[config.mk]
export PLATFORM = sky130hd
export DESIGN_NAME = output_clock_post_divider
export DESIGN_NICKNAME = d
export VERILOG_FILES = /design/src/inc/clk_post_pkg.sv /design/src/rtl/output_clock_post_divider.sv
export SDC_FILE = /design/constraint.sdc
export NUM_CORES = 1
export LEC_CHECK = 0
export BUFFER_PORTS_ARGS = -buffer_cell sky130_fd_sc_hd__buf_2
export CORE_MARGIN = 4
export CORE_UTILIZATION = 60
export CTS_BUF_LIST = sky130_fd_sc_hd__clkbuf_2 sky130_fd_sc_hd__clkbuf_4 sky130_fd_sc_hd__clkbuf_8
export DETAILED_ROUTE_END_ITERATION = 10
export PLACE_DENSITY = 0.8
export SYNTH_ARGS = -nofsm -noshare
export SYNTH_HDL_FRONTEND = slang
export SYNTH_SLANG_ARGS = --single-unit
[constraint.sdc]
create_clock -name core_clk -period 6.1 [get_ports core_clk]
set_input_delay 0.305 -clock core_clk [delete_from_list [all_inputs] [get_ports core_clk]]
set_output_delay 0.305 -clock core_clk [all_outputs]
set_load 0.05 [all_outputs]
[src/inc/clk_post_pkg.sv]
/*
 * Constants, types and register map of the output clock post divider.
 * Assumes an 8-bit register port with 12-bit addresses and a core clock
 * that stands in for the half period of the selected fast divider.
 */
package clk_post_pkg;

    // ************************************************
    // Register offsets
    // ************************************************
    localparam logic [11:0] CFG1_ADDR       = 12'h0200;
    localparam logic [11:0] CFG2_ADDR       = 12'h0201;
    localparam logic [11:0] CFG3_ADDR       = 12'h0202;
    localparam logic [11:0] LOW_DIV0_ADDR   = 12'h0203;
    localparam logic [11:0] LOW_DIV1_ADDR   = 12'h0204;
    localparam logic [11:0] LOW_DIV2_ADDR   = 12'h0205;
    localparam logic [11:0] PULSE_ADDR      = 12'h0206;
    localparam logic [11:0] PHASE_ADDR      = 12'h0207;
    localparam logic [11:0] HALT_ADDR       = 12'h0208;
    localparam logic [11:0] STATUS_ADDR     = 12'h0209;

    localparam logic [7:0]  REG_RESET       = 8'h00;
    localparam logic [7:0]  UNMAPPED_READ   = 8'h00;

    // ************************************************
    // Field positions
    // ************************************************
    localparam int JOIN_BIT      = 7;
    localparam int INVERT_BIT    = 6;
    localparam int TRISTATE_BIT  = 3;
    localparam int ROUTE_BIT     = 5;
    localparam int SLOW_SEL_BIT  = 4;
    localparam int SLOW_TOP_BIT  = 0;
    localparam int SOFT_HALT_BIT = 7;
    localparam int SRC_LSB       = 2;
    localparam int MODE_LSB      = 0;

    // ************************************************
    // Halt sources
    // ************************************************
    localparam logic [3:0] SRC_SOFT  = 4'h0;
    localparam logic [3:0] SRC_ARM   = 4'h1;
    localparam logic [3:0] SRC_GPIO0 = 4'h8;
    localparam logic [3:0] SRC_GPIO1 = 4'h9;
    localparam logic [3:0] SRC_GPIO2 = 4'hA;
    localparam logic [3:0] SRC_GPIO3 = 4'hB;

    typedef enum logic [1:0] {
        MODE_NEVER  = 2'b00,
        MODE_HIGH   = 2'b01,
        MODE_LOW    = 2'b10,
        MODE_UNUSED = 2'b11
    } halt_mode_t;

    typedef enum logic [2:0] {
        FMT_OFF      = 3'b000,
        FMT_CML_STD  = 3'b001,
        FMT_CML_NAR  = 3'b010,
        FMT_HSTL     = 3'b011,
        FMT_CMOS_INP = 3'b100,
        FMT_CMOS_NEG = 3'b101,
        FMT_CMOS_POS = 3'b110,
        FMT_CMOS_INV = 3'b111
    } pin_format_t;

    typedef enum logic {
        RUNNING = 1'b0,
        HALTED  = 1'b1
    } stop_state_t;

    // One output pin: level and active-low enable
    typedef struct packed {
        logic level;
        logic oe_n;
    } pin_t;

    localparam pin_t PIN_RESET = '{level: 1'b0, oe_n: 1'b1};

endpackage

[src/rtl/output_clock_post_divider.sv]
/*
 * Output clock post divider: medium divider with phase adjust, low-speed
 * divider with duty shaping, start/stop glitchless except the release when can_stop drops, and pin routing.
 * Assumes core_clk is the half-period tick of the selected fast divider,
 * all inputs are synchronous to it, and pads resolve level and oe_n.
 */
// Added by the designer: the strobed register port.
module output_clock_post_divider
(
    // Clock and reset
    input  wire logic                 core_clk,
    input  wire logic                 rst,
    // Register port
    input  wire logic [11:0]          reg_addr,
    input  wire logic [7:0]           reg_wdata,
    input  wire logic                 reg_wr,
    input  wire logic                 reg_rd,
    output      logic [7:0]           reg_rdata,
    // Halt and phase adjust sources
    input  wire logic [3:0]           gpio,
    input  wire logic                 adjust_flag_a,
    input  wire logic                 adjust_done_latched,
    input  wire logic                 phase_adjust_event,
    // Output pins
    output      clk_post_pkg::pin_t   out_pos_pin,
    output      clk_post_pkg::pin_t   out_neg_pin
);

    // ************************************************
    // Registers
    // ************************************************
    logic [7:0]  cfg1;
    logic [7:0]  cfg2;
    logic [7:0]  cfg3;
    logic [7:0]  low_div_byte0;
    logic [7:0]  low_div_byte1;
    logic [7:0]  low_div_byte2;
    logic [7:0]  pulse_width;
    logic [7:0]  phase_offset_reg;
    logic [7:0]  halt_control;

    wire logic sel_cfg1  = reg_addr == clk_post_pkg::CFG1_ADDR;
    wire logic sel_cfg2  = reg_addr == clk_post_pkg::CFG2_ADDR;
    wire logic sel_cfg3  = reg_addr == clk_post_pkg::CFG3_ADDR;
    wire logic sel_div0  = reg_addr == clk_post_pkg::LOW_DIV0_ADDR;
    wire logic sel_div1  = reg_addr == clk_post_pkg::LOW_DIV1_ADDR;
    wire logic sel_div2  = reg_addr == clk_post_pkg::LOW_DIV2_ADDR;
    wire logic sel_pulse = reg_addr == clk_post_pkg::PULSE_ADDR;
    wire logic sel_phase = reg_addr == clk_post_pkg::PHASE_ADDR;
    wire logic sel_halt  = reg_addr == clk_post_pkg::HALT_ADDR;
    wire logic sel_stat  = reg_addr == clk_post_pkg::STATUS_ADDR;

    always_ff @(posedge core_clk)
    begin
        if (rst)
        begin
            cfg1             <= clk_post_pkg::REG_RESET;
            cfg2             <= clk_post_pkg::REG_RESET;
            cfg3             <= clk_post_pkg::REG_RESET;
            low_div_byte0    <= clk_post_pkg::REG_RESET;
            low_div_byte1    <= clk_post_pkg::REG_RESET;
            low_div_byte2    <= clk_post_pkg::REG_RESET;
            pulse_width      <= clk_post_pkg::REG_RESET;
            phase_offset_reg <= clk_post_pkg::REG_RESET;
            halt_control     <= clk_post_pkg::REG_RESET;
        end
        else if (reg_wr)
        begin
            if (sel_cfg1)  cfg1             <= reg_wdata;
            if (sel_cfg2)  cfg2             <= reg_wdata;
            if (sel_cfg3)  cfg3             <= reg_wdata;
            if (sel_div0)  low_div_byte0    <= reg_wdata;
            if (sel_div1)  low_div_byte1    <= reg_wdata;
            if (sel_div2)  low_div_byte2    <= reg_wdata;
            if (sel_pulse) pulse_width      <= reg_wdata;
            if (sel_phase) phase_offset_reg <= reg_wdata;
            if (sel_halt)  halt_control     <= reg_wdata;
        end
    end

    // ************************************************
    // Field decode
    // ************************************************
    wire logic [6:0]  mid_div_value        = cfg1[6:0];
    wire logic        phase_join_enable    = cfg1[clk_post_pkg::JOIN_BIT];
    wire logic        path_invert          = cfg2[clk_post_pkg::INVERT_BIT];
    wire logic        tristate_when_halted = cfg2[clk_post_pkg::TRISTATE_BIT];
    wire clk_post_pkg::pin_format_t pin_format_select =
        clk_post_pkg::pin_format_t'(cfg2[2:0]);
    wire logic        neg_pin_slow_route   = cfg3[clk_post_pkg::ROUTE_BIT];
    wire logic        slow_output_select   = cfg3[clk_post_pkg::SLOW_SEL_BIT];
    wire logic [24:0] slow_div_value       =
        {cfg3[clk_post_pkg::SLOW_TOP_BIT], low_div_byte2,
         low_div_byte1, low_div_byte0};
    wire logic [7:0]  pulse_width_count    = pulse_width;
    wire logic [7:0]  phase_offset         = phase_offset_reg;
    wire logic        soft_halt            =
        halt_control[clk_post_pkg::SOFT_HALT_BIT];
    wire logic [3:0]  halt_source_select   =
        halt_control[clk_post_pkg::SRC_LSB +: 4];
    wire clk_post_pkg::halt_mode_t halt_mode =
        clk_post_pkg::halt_mode_t'(halt_control[clk_post_pkg::MODE_LSB +: 2]);
    wire logic        bypass               = mid_div_value == 7'h00;

    // ************************************************
    // Medium divider with phase adjust
    // ************************************************
    logic       fast_q;
    logic [8:0] mid_cnt;
    logic [7:0] adj_rem;

    // Period counted in half fast periods, so one step is half a UI
    wire logic [8:0] mid_period = {1'b0, mid_div_value, 1'b0} + 9'h002;
    wire logic [8:0] mid_half   = {2'b00, mid_div_value} + 9'h001;
    wire logic       adj_delay  = !adj_rem[7] && adj_rem != 8'h00;
    wire logic       adj_adv    = adj_rem[7];
    wire logic [9:0] mid_step   = adj_adv ? 10'h002 :
                                  (adj_delay ? 10'h000 : 10'h001);
    wire logic [9:0] mid_sum    = {1'b0, mid_cnt} + mid_step;
    wire logic       mid_tick   = !bypass && mid_sum >= {1'b0, mid_period};
    wire logic [9:0] mid_wrap   = mid_sum - {1'b0, mid_period};
    wire logic [8:0] next_mid_cnt = bypass ? 9'h000 :
                                    (mid_tick ? mid_wrap[8:0] : mid_sum[8:0]);
    wire logic       mid_clk    = !bypass && mid_cnt < mid_half;
    wire logic       adj_load   = phase_adjust_event && phase_join_enable
                                  && !bypass;
    // Steps toward zero; a skip of two counts advances by one half UI
    wire logic [7:0] next_adj_rem =
        adj_load  ? phase_offset :
        adj_adv   ? adj_rem + 8'h01 :
        adj_delay ? adj_rem - 8'h01 : adj_rem;

    always_ff @(posedge core_clk)
    begin
        if (rst)
        begin
            fast_q  <= 1'b0;
            mid_cnt <= 9'h000;
            adj_rem <= 8'h00;
        end
        else
        begin
            fast_q  <= !fast_q;
            mid_cnt <= next_mid_cnt;
            adj_rem <= next_adj_rem;
        end
    end

    // ************************************************
    // Slow divider and duty shaping
    // ************************************************
    logic [24:0] slow_cnt;

    wire logic [25:0] slow_plus  = {1'b0, slow_div_value} + 26'h000_0001;
    wire logic [24:0] slow_half  = slow_plus[25:1];
    wire logic        duty_on    = !bypass && slow_div_value > 25'h000_0001
                                   && pulse_width_count != 8'h00;
    wire logic [24:0] next_slow_cnt =
        bypass ? 25'h000_0000 :
        !mid_tick ? slow_cnt :
        (slow_cnt >= slow_div_value) ? 25'h000_0000 :
        slow_cnt + 25'h000_0001;
    wire logic        slow_raw =
        bypass ? 1'b0 :
        (slow_div_value == 25'h000_0000) ? mid_clk :
        duty_on ? slow_cnt < {17'h0_0000, pulse_width_count} :
        slow_cnt < slow_half;

    always_ff @(posedge core_clk)
    begin
        if (rst)
            slow_cnt <= 25'h000_0000;
        else
            slow_cnt <= next_slow_cnt;
    end

    // ************************************************
    // Start/stop
    // ************************************************
    logic                      src_prev;
    logic                      arm_stop;
    logic                      stop_level;
    clk_post_pkg::stop_state_t stop_state;
    clk_post_pkg::stop_state_t next_stop_state;

    wire logic src_clk = slow_output_select ? slow_raw : mid_clk;
    wire logic rose    = src_clk && !src_prev;
    wire logic fell    = !src_clk && src_prev;
    wire logic halt_req =
        (halt_source_select == clk_post_pkg::SRC_SOFT)  ? soft_halt :
        (halt_source_select == clk_post_pkg::SRC_ARM)   ? arm_stop :
        (halt_source_select == clk_post_pkg::SRC_GPIO0) ? gpio[0] :
        (halt_source_select == clk_post_pkg::SRC_GPIO1) ? gpio[1] :
        (halt_source_select == clk_post_pkg::SRC_GPIO2) ? gpio[2] :
        (halt_source_select == clk_post_pkg::SRC_GPIO3) ? gpio[3] : 1'b0;
    wire logic stop_hi  = halt_mode == clk_post_pkg::MODE_HIGH;
    wire logic stop_lo  = halt_mode == clk_post_pkg::MODE_LOW;
    wire logic can_stop = !bypass && (stop_hi || stop_lo);
    wire logic halted   = stop_state == clk_post_pkg::HALTED;

    // Decisions ride on source edges so the pin sees no runt, except the release when can_stop drops
    always_comb
    begin
        next_stop_state = stop_state;
        unique case (stop_state)
            clk_post_pkg::RUNNING:
                if (can_stop && halt_req && ((stop_hi && rose) ||
                                             (stop_lo && fell)))
                    next_stop_state = clk_post_pkg::HALTED;
            clk_post_pkg::HALTED:
                if (!can_stop || (!halt_req && ((stop_level && fell) ||
                                                (!stop_level && rose))))
                    next_stop_state = clk_post_pkg::RUNNING;
        endcase
    end

    always_ff @(posedge core_clk)
    begin
        if (rst)
        begin
            src_prev   <= 1'b0;
            arm_stop   <= 1'b0;
            stop_level <= 1'b0;
            stop_state <= clk_post_pkg::RUNNING;
        end
        else
        begin
            src_prev   <= src_clk;
            // Done flag releases and wins over adjust_flag_a flag, which arms the stop
            arm_stop   <= adjust_done_latched ? 1'b0 :
                          (adjust_flag_a ? 1'b1 : arm_stop);
            stop_level <= halted ? stop_level : stop_hi;
            stop_state <= next_stop_state;
        end
    end

    // ************************************************
    // Pin routing
    // ************************************************
    clk_post_pkg::pin_t next_pos;
    clk_post_pkg::pin_t next_neg;

    // Inversion after the hold swaps stop high and stop low
    wire logic gated  = (halted ? stop_level : src_clk) ^ path_invert;
    wire logic float  = halted && tristate_when_halted;
    wire logic off    = pin_format_select == clk_post_pkg::FMT_OFF;
    wire logic pos_en = !off &&
        pin_format_select != clk_post_pkg::FMT_CMOS_NEG;
    wire logic neg_en = !off &&
        pin_format_select != clk_post_pkg::FMT_CMOS_POS;
    // Pin carrying the stop level as set; its partner is the complement, or the same level in FMT_CMOS_INP
    wire logic neg_marks =
        pin_format_select == clk_post_pkg::FMT_HSTL ||
        pin_format_select == clk_post_pkg::FMT_CMOS_NEG ||
        pin_format_select == clk_post_pkg::FMT_CMOS_INV;
    wire logic both_mark =
        pin_format_select == clk_post_pkg::FMT_CMOS_INP;
    wire logic pos_lvl = bypass ? fast_q :
        (both_mark || !neg_marks) ? gated : !gated;
    wire logic neg_lvl = bypass ? (both_mark ? fast_q : !fast_q) :
        (both_mark || neg_marks) ? gated : !gated;

    always_comb
    begin
        next_pos.level = pos_lvl;
        next_pos.oe_n  = !pos_en;
        next_neg.level = neg_lvl;
        next_neg.oe_n  = !neg_en;
        if (float)
        begin
            next_pos.oe_n = 1'b1;
            next_neg.oe_n = 1'b1;
        end
        else if (neg_pin_slow_route && !bypass && !off)
        begin
            next_neg.level = slow_raw;
            next_neg.oe_n  = 1'b0;
        end
    end

    always_ff @(posedge core_clk)
    begin
        if (rst)
        begin
            out_pos_pin <= clk_post_pkg::PIN_RESET;
            out_neg_pin <= clk_post_pkg::PIN_RESET;
        end
        else
        begin
            out_pos_pin <= next_pos;
            out_neg_pin <= next_neg;
        end
    end

    // ************************************************
    // Read port
    // ************************************************
    wire logic [7:0] status = {4'h0, out_neg_pin.level, out_pos_pin.level,
                               arm_stop, halted};
    wire logic [7:0] next_rdata =
        sel_cfg1  ? cfg1 :
        sel_cfg2  ? cfg2 :
        sel_cfg3  ? cfg3 :
        sel_div0  ? low_div_byte0 :
        sel_div1  ? low_div_byte1 :
        sel_div2  ? low_div_byte2 :
        sel_pulse ? pulse_width :
        sel_phase ? phase_offset_reg :
        sel_halt  ? halt_control :
        sel_stat  ? status : clk_post_pkg::UNMAPPED_READ;

    always_ff @(posedge core_clk)
    begin
        if (rst)
            reg_rdata <= clk_post_pkg::REG_RESET;
        else if (reg_rd)
            reg_rdata <= next_rdata;
        else
            reg_rdata <= clk_post_pkg::REG_RESET;
    end
endmodule // output_clock_post_divider

==> impl_metrics.json <==
{
  "ys_ff_latch": 131,
  "max_freq_ghz": 0.217,
  "grt_overflow": 0,
  "dp_hpwl_microns": 17700,
  "critical_path.max_fanout": 8,
  "setup_violations": 0,
  "swShare": 0.308,
  "worstPathArrival_ns": 4.92,
  "clkSlewWorstSetupHoldPaths_ns": 0.08,
  "largest_register_ffs": 25,
  "die_h_microns": 128,
  "synthesis.nets": 1193,
  "clock_path_buffers": 2,
  "synth-warning-count": 0,
  "yosysTopAreaCell": "dfxtp_1",
  "drive_gt1_frac": 0.0985,
  "crit_buf_inv": 2,
  "regMostFlops": "slow_cnt",
  "regArea_sq_mm": 0.00262,
  "fin_nets": 1211,
  "grt_pass1_wl_microns": 38700,
  "critPathCaptureType": "register",
  "cts_tree": "done",
  "drc": 0,
  "cp-start-kind": "register",
  "switchingPower_mw": 0.637,
  "power.leakage_nw": 3.59,
  "post_synth_num_cell_types": 67,
  "cpPeakStageDelay_ns": 0.66,
  "ant_nets": 0,
  "synth_enable_flop_cells": 0,
  "min_period_over_period": 0.756,
  "critPathSlowestCell": "a2111oi_4",
  "dp_cells": 1254,
  "grt_pass1_vias": 7512,
  "cts_setup_buffers": 0,
  "ir_drop_uv": 169,
  "clock-sinks": 131,
  "syn_area_sq_mm": 0.00870,
  "synth_top_area_frac": 0.301,
  "num_vias": 7961,
  "cts_resized": 0,
  "p_seq_frac": 0.449,
  "wl_per_cell_microns": 18.6,
  "synthTopCellsByArea": "dfxtp_1, ha_1, mux2i_1, nor2_1, xnor2_1",
  "finClkSkew_ns": 0.0124,
  "slew_headroom": 0.275,
  "grt_start_max_net_pins": 91,
  "gp_congestion": 0.937,
  "cts_root_buffer": "clkbuf_8",
  "criticalPathCategory": "register to register",
  "wirelength_microns": 24000,
  "routed_via_density": 6.19,
  "postSynth.asyncResetShare": 0,
  "final_hold_viol_count": 0,
  "dieArea_sq_mm": 0.0165,
  "htreeDepth": 4,
  "drtPass1Iterations": 5,
  "area_growth_pct": 8.08,
  "cp.required_ns": 6.41,
  "netlist_instances": 1076,
  "clkPwrFrac": 0.363,
  "cap_violations": 0,
  "die_w_microns": 128,
  "path_delay_family": "simple AND/OR/NAND/NOR gates",
  "p_comb_frac": 0.189,
  "synth_area_per_cell_sq_um": 8.08,
  "status": "finished, final reports clean",
  "ys_seq_area_frac": 0.301,
  "reg.largest.list": "slow_cnt (25), mid_cnt (9)",
  "rsz0062_at_grt": "no",
  "p_per_area_mw_per_mm2": 220,
  "multi_input_area_sq_mm": 0.00565,
  "antenna_found_initial": 0,
  "num-fill-cells": 1187,
  "cts_made_buffers": 17,
  "tightestPinTransition_ns": 1.09,
  "ys.flop_type": "dfxtp_1",
  "cp_common_cell": "ha_1",
  "cts_hold_buf": 1,
  "setup_tns_ns": 0,
  "min_period_ns": 4.61,
  "path_cells": "inv_1 > ha_1 > nand3_1 > nor4_1 > ha_1 > inv_1 > fa_1 > nor2_1 > and3_1 > xor2_1 > ha_1 > nand4_1 > a31oi_1 > o21ai_1 > a2111oi_4 > nand4_4 > nor3_2 > xnor2_1 > nor2_1",
  "rows": 43,
  "finalNonFillerCells": 1287,
  "start_util": 0.619,
  "portBuffers": 42,
  "p_int_mw": 1.43,
  "drv_slew": 0,
  "fp.coreArea_sq_mm": 0.0140,
  "io_pins": 43,
  "diodes": 0,
  "clock_latency_ns": 0.46,
  "drt_first_iter_violations": 796,
  "grt_use_total": 0.297,
  "hold_class": "primary input to register"
}
## layout by cell type, fill, tap and decap left out, types with 6 or more instances in the layout
cell type and count:
nand4_1 16, nor3_1 20, nand2b_1 6, nor2b_1 14
clkbuf_8 18, and3_1 15, xnor2_1 51, o211ai_1 6
a211oi_1 12, nor3_2 6, o21a_1 8, xor2_1 22
mux2i_1 51, nand2_1 116, buf_4 6, ha_1 84
a21oi_1 80, o21ai_0 30, nor4_1 10, buf_2 42
nor2_1 129, a21o_1 15, a31oi_1 10, inv_1 62
nand3_1 45, dfxtp_1 131
## worst reg2reg max path, delay by kind of cell, from the launching register on
kind / cells / cell delay [ns]
AO/OA/AOI/OAI: 3 / 0.98
XOR/XNOR: 2 / 0.26
adder cells (fa/ha/maj): 4 / 1.17
buffers and inverters: 2 / 0.18
flip-flops: 1 / 0.38
AND/OR/NAND/NOR: 8 / 1.49
## per-stage QoR
stage / hold slack (ns) / power (mW) / setup WS (ns) / cell area (sq um) / utilization
2_1_floorplan: 0.382 / 1.24 / 1.46 / 8700 / -
3_3_place_gp: 0.435 / 1.32 / 1.71 / 8990 / 0.640
3_5_place_dp: 0.455 / 1.33 / 1.54 / 8990 / 0.640
4_1_cts: 0.102 / 2.07 / 1.49 / 9400 / 0.670
5_1_grt: 0.133 / 2.16 / 1.05 / 9400 / 0.670
6_report: 0.115 / 2.07 / 1.49 / 9400 / 0.670
## path summary, 6_finish.rpt
path | startpoint | to | slack [ns] | cells after the start
max | adj_rem[0] | slow_cnt[14] | 1.49 | 19
min | adjust_flag_a | arm_stop | 0.11 | 3
min reg2reg | fast_q | fast_q | 0.46 | 1
max reg2reg | adj_rem[0] | slow_cnt[14] | 1.49 | 19
## logic make-up (layout without fill, tap and decap cells)
logic type / count (synthesis) / in the layout / synth area share
mux: 56 / 56 / 0.0716
buf+inv: 112 / 143 / 0.0489
fa+ha+maj: 86 / 86 / 0.125
simple gates: 418 / 418 / 0.233
compound gates: 200 / 200 / 0.146
flops: 131 / 131 / 0.301
xor+xnor: 73 / 73 / 0.0735
## cell usage after synthesis, types with 22 or more instances
cell type / n
a21oi_1: 81
clkbuf_1: 44
dfxtp_1: 131
ha_1: 84
inv_1: 62
mux2i_1: 51
nand2_1: 116
nand3_1: 45
nor2_1: 129
o21ai_0: 30
xnor2_1: 51
xor2_1: 22
## power by group through the flow
stage / Clock, mW / Combinational, mW / Sequential, mW
after floorplan: 0 / 0.315 / 0.921
after global placement: 0 / 0.379 / 0.946
after detailed placement: 0 / 0.382 / 0.946
after CTS: 0.755 / 0.387 / 0.926
after global routing: 0.788 / 0.441 / 0.934
final: 0.750 / 0.390 / 0.928
## per-layer routing
| layer | global-route usage | wire length [microns] | vias to the layer above | part of all wire |
|---|---|---|---|---|
| met4 | 0.131 | 1010 | 0 | 0.042 |
| met2 | 0.447 | 10300 | 388 | 0.43 |
| met1 | 0.410 | 10400 | 3678 | 0.43 |
| met5 | 0 | 0 | - | 0 |
| met3 | 0.0635 | 2320 | 81 | 0.097 |
| li1 | - | - | 3814 | - |
## layout make-up
cell class | count | share of cell area
Clock inverter | 14 | 0.0164
Clock buffer | 18 | 0.0264
Inverter | 62 | 0.0248
Timing Repair Buffer | 49 | 0.0282
Multi-Input combinational cell | 833 | 0.601
Sequential cell | 131 | 0.279
Tap cell | 180 | 0.0240
No activity file was read; power rests on OpenSTA's default activity.
